===== config.mk =====
export PLATFORM = sky130hd
export DESIGN_NAME = fsc_floppy_setup_regs
export DESIGN_NICKNAME = d
export VERILOG_FILES = /design/src/rtl/fsc_pkg.sv /design/src/rtl/fsc_floppy_setup_regs.sv
export SDC_FILE = /design/constraint.sdc
export NUM_CORES = 1
export LEC_CHECK = 0
export BUFFER_PORTS_ARGS = -buffer_cell sky130_fd_sc_hd__buf_2
export CORE_ASPECT_RATIO = 0.6
export CORE_MARGIN = 2
export CORE_UTILIZATION = 53
export CTS_CLUSTER_SIZE = 10
export DETAILED_ROUTE_END_ITERATION = 10
export PLACE_DENSITY = 0.8
export SLEW_MARGIN = 20
export SYNTH_ARGS = -nofsm -noshare
export SYNTH_HDL_FRONTEND = slang
export SYNTH_SLANG_ARGS = --single-unit

===== constraint.sdc =====
create_clock -name CLK -period 4.45 [get_ports CLK]
set_input_delay 0.445 -clock CLK [delete_from_list [all_inputs] [get_ports CLK]]
set_output_delay 0.445 -clock CLK [all_outputs]
set_load 0.1 [all_outputs]

===== src/rtl/fsc_pkg.sv =====
package fsc_pkg;
  localparam logic [7:0] IDX_FLOPPY_SETUP   = 8'h05;
  localparam logic [7:0] IDX_DRIVE_TYPE_ID  = 8'h06;
  localparam logic [7:0] RST_FLOPPY_SETUP   = 8'h00;
  localparam logic [7:0] RST_DRIVE_TYPE_ID  = 8'hff;
  localparam logic [7:0] RST_CONFIG_SELECT  = 8'h00;
  localparam int         BIT_PUSH_PULL      = 0;
  localparam int         BIT_TRISTATE       = 1;
  localparam int         BIT_NON_BURST      = 2;
  localparam int         BIT_DENSITY_SELECT_LO      = 3;
  localparam int         BIT_DENSITY_SELECT_HI      = 4;
  localparam int         BIT_SWAP           = 5;
  localparam int         BIT_EXT_FOUR       = 6;
  localparam logic [7:0] SETUP_WR_MASK      = 8'h7f;
  localparam logic [1:0] DENSITY_SELECT_NORMAL      = 2'h0;
  localparam logic [1:0] DENSITY_SELECT_RESERVED    = 2'h1;
  localparam logic [1:0] DENSITY_SELECT_FORCE_ONE   = 2'h2;
  localparam logic [1:0] DENSITY_SELECT_FORCE_ZERO  = 2'h3;
  localparam int         TYPE_ID_WIDTH      = 2;
  localparam int         NUM_DRIVES         = 4;
endpackage : fsc_pkg


===== src/rtl/fsc_floppy_setup_regs.sv =====
`timescale 1ns/1ps
`default_nettype none
module fsc_floppy_setup_regs
(
  input  wire logic       CLK,
  input  wire logic       RST,
  input  wire logic       CONFIG_STATE,
  input  wire logic       CSR_WR,
  input  wire logic       DATA_WR,
  input  wire logic       DATA_RD,
  input  wire logic [7:0] WDATA,
  output logic      [7:0] RDATA,
  output logic            RVALID,
  input  wire logic       DENSITY1_FORCE_BIT,
  input  wire logic       CORE_DRIVE_SEL0,
  input  wire logic       CORE_DRIVE_SEL1,
  input  wire logic       CORE_MOTOR_SEL0,
  input  wire logic       CORE_MOTOR_SEL1,
  input  wire logic [1:0] CORE_DRIVE_NUM,
  input  wire logic       CORE_DENSITY_SELECT,
  input  wire logic       CORE_DRIVE_DENSITY1,
  input  wire logic       CORE_DMA_REQ,
  input  wire logic       CORE_IRQ_REQ,
  input  wire logic       CORE_BYTE_DONE,
  input  wire logic       CORE_FIFO_EN,
  output logic      [3:0] SEL_OUT,
  output logic      [3:0] SEL_OE,
  output logic      [1:0] MOTOR_OUT,
  output logic      [1:0] MOTOR_OE,
  output logic            DENSITY_SELECT_OUT,
  output logic            DENSITY_SELECT_OE,
  output logic            DRIVE_DENSITY_OUT1,
  output logic            DRIVE_DENSITY_OE1,
  output logic            FLOPPY_DMA_REQUEST,
  output logic            FLOPPY_IRQ_REQUEST,
  output logic            PP_SEL_OUT,
  output logic            PP_SEL_OE,
  output logic [7:0]      DRIVE_TYPE_ID
);

  logic [7:0] csr_q;
  logic [7:0] setup_q;
  logic [7:0] type_q;
  logic [1:0] dens_mode;
  logic       pp;
  logic       ts;
  logic       nb;
  logic       swp;
  logic       ext4;
  logic       wr_setup;
  logic       wr_type;
  logic       rd_req;
  logic       rd_setup;
  logic       rd_type;
  logic       strobe_gap;
  logic [3:0] sel_d;
  logic [1:0] mot_d;
  logic       dens_d;
  logic       dd1_d;

  // Drive a pin value honouring open-drain mode
  function automatic logic pin_oe
  (
    input logic val,
    input logic push_pull,
    input logic tri_st
  );
    pin_oe = !tri_st && (push_pull || !val);
  endfunction : pin_oe

  // Index match in configuration state
  function automatic logic idx_hit
  (
    input logic       cfg,
    input logic [7:0] idx,
    input logic [7:0] want
  );
    idx_hit = cfg && (idx == want);
  endfunction : idx_hit

  // Density select override decode
  function automatic logic dens_sel
  (
    input logic [1:0] mode,
    input logic       core_val
  );
    case (mode)
      fsc_pkg::DENSITY_SELECT_NORMAL:     dens_sel = core_val;
      fsc_pkg::DENSITY_SELECT_RESERVED:   dens_sel = core_val;
      fsc_pkg::DENSITY_SELECT_FORCE_ONE:  dens_sel = 1'b1;
      fsc_pkg::DENSITY_SELECT_FORCE_ZERO: dens_sel = 1'b0;
      default:                    dens_sel = core_val;
    endcase
  endfunction : dens_sel

  assign pp         = setup_q[fsc_pkg::BIT_PUSH_PULL];
  assign ts         = setup_q[fsc_pkg::BIT_TRISTATE];
  assign nb         = setup_q[fsc_pkg::BIT_NON_BURST];
  assign swp        = setup_q[fsc_pkg::BIT_SWAP];
  assign ext4       = setup_q[fsc_pkg::BIT_EXT_FOUR];
  assign dens_mode  = setup_q[fsc_pkg::BIT_DENSITY_SELECT_HI:fsc_pkg::BIT_DENSITY_SELECT_LO];
  assign wr_setup   = DATA_WR && idx_hit(CONFIG_STATE, csr_q, fsc_pkg::IDX_FLOPPY_SETUP);
  assign wr_type    = DATA_WR && idx_hit(CONFIG_STATE, csr_q, fsc_pkg::IDX_DRIVE_TYPE_ID);
  assign rd_req     = CONFIG_STATE && DATA_RD;
  assign rd_setup   = DATA_RD && idx_hit(CONFIG_STATE, csr_q, fsc_pkg::IDX_FLOPPY_SETUP);
  assign rd_type    = DATA_RD && idx_hit(CONFIG_STATE, csr_q, fsc_pkg::IDX_DRIVE_TYPE_ID);
  assign strobe_gap = nb && CORE_FIFO_EN && CORE_BYTE_DONE;
  assign dd1_d      = DENSITY1_FORCE_BIT | CORE_DRIVE_DENSITY1;

  // Index register
  always_ff @(posedge CLK or posedge RST)
  begin
    if (RST)
      csr_q <= fsc_pkg::RST_CONFIG_SELECT;
    else if (CONFIG_STATE && CSR_WR)
      csr_q <= WDATA;
  end

  // Setup register
  always_ff @(posedge CLK or posedge RST)
  begin
    if (RST)
      setup_q <= fsc_pkg::RST_FLOPPY_SETUP;
    else if (wr_setup)
      setup_q <= WDATA & fsc_pkg::SETUP_WR_MASK;
  end

  // Drive type register
  always_ff @(posedge CLK or posedge RST)
  begin
    if (RST)
      type_q <= fsc_pkg::RST_DRIVE_TYPE_ID;
    else if (wr_type)
      type_q <= WDATA;
  end

  // Read strobe
  always_ff @(posedge CLK or posedge RST)
  begin
    if (RST)
      RVALID <= 1'b0;
    else
      RVALID <= rd_req;
  end

  // Read data
  always_ff @(posedge CLK or posedge RST)
  begin
    if (RST)
      RDATA <= 8'h00;
    else if (rd_setup)
      RDATA <= setup_q & fsc_pkg::SETUP_WR_MASK;
    else if (rd_type)
      RDATA <= type_q;
    else
      RDATA <= 8'h00;
  end

  // Drive select decode and swap
  always_comb
  begin
    sel_d = 4'h0;
    if (ext4)
      sel_d = {2'h0, CORE_DRIVE_NUM[1], CORE_DRIVE_NUM[0] ^ swp};
    else if (swp)
      sel_d = {2'h0, CORE_DRIVE_SEL0, CORE_DRIVE_SEL1};
    else
      sel_d = {2'h0, CORE_DRIVE_SEL1, CORE_DRIVE_SEL0};
  end

  // Motor select swap
  always_comb
  begin
    if (swp)
      mot_d = {CORE_MOTOR_SEL0, CORE_MOTOR_SEL1};
    else
      mot_d = {CORE_MOTOR_SEL1, CORE_MOTOR_SEL0};
  end

  // Density select override
  always_comb
  begin
    dens_d = dens_sel(dens_mode, CORE_DENSITY_SELECT);
  end

  // Drive select pins
  for (genvar g = 0; g < fsc_pkg::NUM_DRIVES; g++)
  begin : g_sel
    always_ff @(posedge CLK or posedge RST)
    begin
      if (RST)
      begin
        SEL_OUT[g] <= 1'b0;
        SEL_OE[g]  <= 1'b0;
      end
      else
      begin
        SEL_OUT[g] <= sel_d[g];
        SEL_OE[g]  <= pin_oe(sel_d[g], pp, ts);
      end
    end
  end

  // Motor select pins
  for (genvar g = 0; g < $bits(mot_d); g++)
  begin : g_mot
    always_ff @(posedge CLK or posedge RST)
    begin
      if (RST)
      begin
        MOTOR_OUT[g] <= 1'b0;
        MOTOR_OE[g]  <= 1'b0;
      end
      else
      begin
        MOTOR_OUT[g] <= mot_d[g];
        MOTOR_OE[g]  <= pin_oe(mot_d[g], pp, ts);
      end
    end
  end

  // Density select pin
  always_ff @(posedge CLK or posedge RST)
  begin
    if (RST)
    begin
      DENSITY_SELECT_OUT <= 1'b0;
      DENSITY_SELECT_OE  <= 1'b0;
    end
    else
    begin
      DENSITY_SELECT_OUT <= dens_d;
      DENSITY_SELECT_OE  <= pin_oe(dens_d, pp, ts);
    end
  end

  // Drive density 1 pin
  always_ff @(posedge CLK or posedge RST)
  begin
    if (RST)
    begin
      DRIVE_DENSITY_OUT1 <= 1'b0;
      DRIVE_DENSITY_OE1  <= 1'b0;
    end
    else
    begin
      DRIVE_DENSITY_OUT1 <= dd1_d;
      DRIVE_DENSITY_OE1  <= pin_oe(dd1_d, pp, ts);
    end
  end

  // Parallel-port floppy path ignores output bits
  always_ff @(posedge CLK or posedge RST)
  begin
    if (RST)
    begin
      PP_SEL_OUT <= 1'b0;
      PP_SEL_OE  <= 1'b0;
    end
    else
    begin
      PP_SEL_OUT <= sel_d[0];
      PP_SEL_OE  <= 1'b1;
    end
  end

  // DMA request, one gap per byte in non-burst with FIFO enabled
  always_ff @(posedge CLK or posedge RST)
  begin
    if (RST)
      FLOPPY_DMA_REQUEST <= 1'b0;
    else if (strobe_gap)
      FLOPPY_DMA_REQUEST <= 1'b0;
    else
      FLOPPY_DMA_REQUEST <= CORE_DMA_REQ;
  end

  // Interrupt request, one gap per byte in non-burst with FIFO enabled
  always_ff @(posedge CLK or posedge RST)
  begin
    if (RST)
      FLOPPY_IRQ_REQUEST <= 1'b0;
    else if (strobe_gap)
      FLOPPY_IRQ_REQUEST <= 1'b0;
    else
      FLOPPY_IRQ_REQUEST <= CORE_IRQ_REQ;
  end

  // Drive type export
  always_ff @(posedge CLK or posedge RST)
  begin
    if (RST)
      DRIVE_TYPE_ID <= fsc_pkg::RST_DRIVE_TYPE_ID;
    else
      DRIVE_TYPE_ID <= type_q;
  end

endmodule : fsc_floppy_setup_regs
`default_nettype wire


After elaboration in Yosys (flattened, before gate mapping)
Cells that the tools add are included.
{ "word_totals": {"ram_bits": 0, "romBits": 0, "memories": 0, "out_inout_bits": 37, "word_cells": 77, "regBits": 59, "latch_bits": 0, "input_bits": 27} }
{ "classes": {"bitwise_logic": 2, "n_reduce_logical": 37, "order_cmp": 0, "n_addsub": 0, "shift": 0, "multipliers": 0, "div_mod_pow": 0, "n_eq_ne": 5, "muxes": 8} }
{ "op_table": {"columns": ["cell", "n"], "rows": [
  ["$logic_and A1 B1 Y1", 18],
  ["$eq A8 B3 Y1 const B", 2],
  ["$mux W8", 2],
  ["$logic_not A1 Y1", 9],
  ["$logic_or A1 B1 Y1", 8],
  ["$eq A2 B2 Y1 const B", 2],
  ["$mux W2", 2],
  ["$mux W4", 1],
  ["$pmux W1 S3", 1],
  ["$eq A2 B1 Y1 const B", 1],
  ["$logic_not A2 Y1", 1],
  ["$mux W1", 2],
  ["$reduce_or A2 Y1", 1],
  ["$or A1 B1 Y1", 1],
  ["$xor A1 B1 Y1", 1]
]} }

Depth between registers and ports, before layout
{ "logic_depth": {"ltp_word": 6, "mapped_depth": 4, "ltp_nobuf": 3} }

Worst setup path after synthesis
No wires, ideal clock.
{ "synth_timing": {"path_kind": "reg2out", "start": "register SEL_OE[3]", "end": "output port SEL_OE[3]", "stages_incl_launch_ff": 2, "setup_slack_ps": 2681, "required_time_ps": 4005, "arrival_time_ps": 1324, "path_buffers": 1, "path_cell_list": "dfrtp_1 > buf_4"} }
{ "synth_lines": {"columns": ["item", "line_no", "text"], "rows": [
  ["start, declared", "fsc_floppy_setup_regs.sv:27", "output logic [3:0] SEL_OE,"],
  ["start signal, assigned by index", "fsc_floppy_setup_regs.sv:199", "SEL_OE[g] <= pin_oe(sel_d[g], pp, ts);"]
]} }
No word-level cell between the ends.

Worst setup path in the final report
{ "layout_timing": {"start": "register csr_q[0]", "end": "register type_q[5]"} }
{ "layout_via": {"elab_chain_len": 3} }
{ "layout_lines": {"columns": ["item", "line_no", "text"], "rows": [
  ["start, declared", "fsc_floppy_setup_regs.sv:41", "logic [7:0] csr_q;"],
  ["start signal, assigned", "fsc_floppy_setup_regs.sv:114", "csr_q <= fsc_pkg::RST_CONFIG_SELECT;"],
  ["$eq A8 B3 Y1", "fsc_floppy_setup_regs.sv:78", "idx_hit = cfg && (idx == want);"],
  ["$logic_and A1 B1 Y1", "fsc_floppy_setup_regs.sv:78", null],
  ["$logic_and A1 B1 Y1", "fsc_floppy_setup_regs.sv:103", "assign wr_type = DATA_WR && idx_hit(CONFIG_STATE, csr_q, fsc_pkg::IDX_DRIVE_TYPE_ID);"],
  ["end signal, assigned", "fsc_floppy_setup_regs.sv:132", "type_q <= fsc_pkg::RST_DRIVE_TYPE_ID;"],
  ["end, declared", "fsc_floppy_setup_regs.sv:43", "logic [7:0] type_q;"]
]} }
No other way between the ends.
A chain may end at the register's enable or synchronous reset.

==> impl_metrics.json <==
{
  "start_kind": "flip-flop",
  "synth_xor_area_share_pct": 0,
  "dieArea_um2": 4420,
  "p_sw_share_pct": 35.0,
  "cts_resized": 0,
  "multi_input_area_um2": 579,
  "grt_pass1_wl_um": 6560,
  "die_h_um": 52.3,
  "final_layout_size_suffix_gt1_share_pct": 56.7,
  "cts_htree_levels": 2,
  "synth-adder-area-share_pct": 0,
  "cp_slowest_cell": "nor2b_1",
  "tns_ps": 0,
  "antenna_found_initial": 0,
  "finalNetCount": 229,
  "synth_mux_area_share_pct": 14.2,
  "seq_area_frac_synth_pct": 69.0,
  "routabilityCongestion": 0.795,
  "wl_per_cell_um": 16.7,
  "nFillCells": 257,
  "hold_viol_final": 0,
  "post-route-period-util_pct": 40.1,
  "ys_seq_elements": 56,
  "cts_sinks": 56,
  "drt_first_pass_iters": 4,
  "comb_power_share_pct": 24.4,
  "die_w_um": 84.5,
  "synth_top_family_by_area": "multiplexers",
  "cp.required_ps": 4690,
  "fin_skew_ps": 7.50,
  "power_frac_seq_pct": 50.3,
  "synth_simple_gate_area_share_pct": 8.20,
  "cts_inserted_buffers": 5,
  "synthCells": 141,
  "synth_compound_area_share_pct": 5.22,
  "post_cts_buffers": 0,
  "num_rows": 17,
  "synth.distinct_cells": 24,
  "vdd_ir_drop_max_mv": 0.485,
  "layout_min_cycle_time_ps": 1790,
  "gr-total-overflow": 0,
  "grt_usage_pct": 20.6,
  "ant_nets": 0,
  "core_area_um2": 3700,
  "maxSlewViolCount": 0,
  "grt_pass1_vias": 1394,
  "hold_ws_ps": 289,
  "slowest_delay_ps": 550,
  "p_leak_nw": 1.19,
  "initial_core_util_pct": 55.6,
  "viasPerCell": 5.28,
  "cts_tree": "built",
  "setup_viol": 0,
  "cts_buffer_depth": 2,
  "clock_latency_ps": 310,
  "cts_root_buf": "clkbuf_8",
  "cp_max_fo": 9,
  "avgSynthCellArea_um2": 14.6,
  "worstMarginPinSlew_ps": 902,
  "slew_headroom_pct": 39.8,
  "n_antenna_cell": 0,
  "synth.cell_area_um2": 2060,
  "drt_iter0_drc": 68,
  "powerDensity_nw_per_um2": 468,
  "power_switching_w": 0.000406,
  "fmax_mhz": 560,
  "io_buffers": 61,
  "drc": 0,
  "end_kind": "flip-flop",
  "criticalPathCategory": "flip-flop to flip-flop",
  "clkPwrFrac_pct": 25.4,
  "worst_ep_arrival_time_ps": 2030,
  "path_cells": "nor2b_1, nand3_2, mux2_2",
  "intPower_w": 0.000755,
  "outcome": "completed",
  "seq_area_um2": 1420,
  "ioPinCount": 64,
  "clk_pin_slew_ps": 90,
  "cts_hold_buf": 0,
  "via_count": 1320,
  "maxCapViolations": 0,
  "hold_path_class": "input pin to async pin",
  "dp_hpwl_um": 3100,
  "rsz0062_at_grt": "false",
  "ys_warn_count": 0,
  "grt_max_degree": 57,
  "wl_um": 4180,
  "areaGrowthSynthToFinish_pct": 20.5
}
worst paths after layout:
check | start | endpoint | slack [ps] | cells past startpoint
max in group asynchronous | RST | DRIVE_DENSITY_OUT1 | 3620 | 2
worst min-delay path | RST | MOTOR_OUT[1] | 290 | 2
min in group CLK | CORE_IRQ_REQ | FLOPPY_IRQ_REQUEST | 360 | 2
worst max register to register | csr_q[0] | type_q[5] | 2660 | 3
worst min register to register | type_q[7] | DRIVE_TYPE_ID[7] | 380 | 0
worst max-delay path | csr_q[0] | type_q[5] | 2660 | 3
power by group through the flow:
stage | registers (W) | clock network [W] | logic [W]
floorplan | 0.000738 | 0 | 0.0000879
global placement | 0.000590 | 0 | 0.000277
detailed placement | 0.000592 | 0 | 0.000284
CTS | 0.000583 | 0.000303 | 0.000284
global route | 0.000588 | 0.000323 | 0.000295
finish | 0.000583 | 0.000294 | 0.000283
per-layer routing:
| layer | GRT usage, % | vias to the layer above | share of wire [%] |
|---|---|---|---|
| met5 | 0 | - | 0 |
| met2 | 34.3 | 49 | 51 |
| met1 | 24.2 | 669 | 42 |
| met4 | 12.7 | 0 | 1.7 |
| met3 | 5.98 | 8 | 5.3 |
| li1 | - | 594 | - |
cells by family after synthesis:
logic type / count (synthesis)
other cells: 2
flops: 56
simple gates: 28
compound gates: 17
buf+inv: 12
mux: 26
critical path: cells and delay by family (launching register included):
| kind | cells | cell delay (ps) |
|---|---|---|
| flip-flops | 1 | 400 |
| multiplexers | 1 | 390 |
| AND/OR/NAND/NOR | 2 | 930 |
cell usage after synthesis:
cell type / count / share of area [%]
dfrtp_1: 40 / 49
mux2_2: 25 / 14
dfstp_2: 16 / 20
nor2_1: 11 / 2.0
a22oi_1: 7 / 2.6
a21oi_1: 6 / 1.5
and2_1: 5 / 1.5
buf_4: 4 / 1.5
inv_1: 4 / 0.73
nand2_1: 3 / 0.55
clkbuf_1: 2 / 0.36
conb_1: 2 / 0.36
nand3_1: 2 / 0.49
nand3_2: 2 / 0.97
nor2b_1: 2 / 0.61
o21ai_0: 2 / 0.49
a211o_1: 1 / 0.43
a31oi_1: 1 / 0.30
and4bb_2: 1 / 0.61
buf_2: 1 / 0.24
clkbuf_2: 1 / 0.24
mux2i_1: 1 / 0.49
nor4b_4: 1 / 1.2
or2_2: 1 / 0.30
flip-flops by register name (all words and copies together) (netlist names):
register            cells
DRIVE_TYPE_ID           8
RDATA                   8
csr_q                   8
type_q                  8
setup_q                 7
SEL_OE                  3
MOTOR_OE                2
MOTOR_OUT               2
DENSITY_SELECT_OE       1
DENSITY_SELECT_OUT      1
DRIVE_DENSITY_OE1       1
DRIVE_DENSITY_OUT1      1
FLOPPY_DMA_REQUEST      1
FLOPPY_IRQ_REQUEST      1
PP_SEL_OE               1
PP_SEL_OUT              1
RVALID                  1
SEL_OUT                 1
area by class of cell:
cell class / count / area share, %
flip-flops and latches: 56 / 57.3
multi-input cells: 74 / 23.3
repair buffers: 61 / 12.3
clock buffers: 8 / 4.03
well taps: 47 / 2.37
inverters: 4 / 0.656
layout by cell type, fill, tap and decap left out:
master / synthesis / routed
a211o_1: 1 / 1
a21oi_1: 6 / 6
a22oi_1: 7 / 7
a31oi_1: 1 / 1
and2_1: 5 / 5
and4bb_2: 1 / 1
buf_2: 1 / 61
clkbuf_1: 2 / 1
clkbuf_8: 0 / 7
clkinv_2: 0 / 1
conb_1: 2 / 3
dfrtp_1: 40 / 40
dfstp_2: 16 / 16
inv_1: 4 / 3
mux2_2: 25 / 25
mux2i_1: 1 / 1
nand2_1: 3 / 3
nand3_1: 2 / 2
nand3_2: 2 / 2
nor2_1: 11 / 11
nor2b_1: 2 / 2
nor4b_4: 1 / 1
o21ai_0: 2 / 2
or2_2: 1 / 1
stage by stage:
stage                     utilization [%]  power [W]  cell area [um^2]  setup WS (ps)  cells
after global routing                 67.0    0.00121              2480           2520    250
after CTS                            67.0    0.00117              2480           2690    250
after floorplan                         -   0.000826              2060           2660    142
after detailed placement             64.3   0.000877              2380           2670    242
after global placement               64.3   0.000867              2380           2830    242
final                                67.0    0.00116              2480           2660    250
Power figures use the tool's default switching activity.
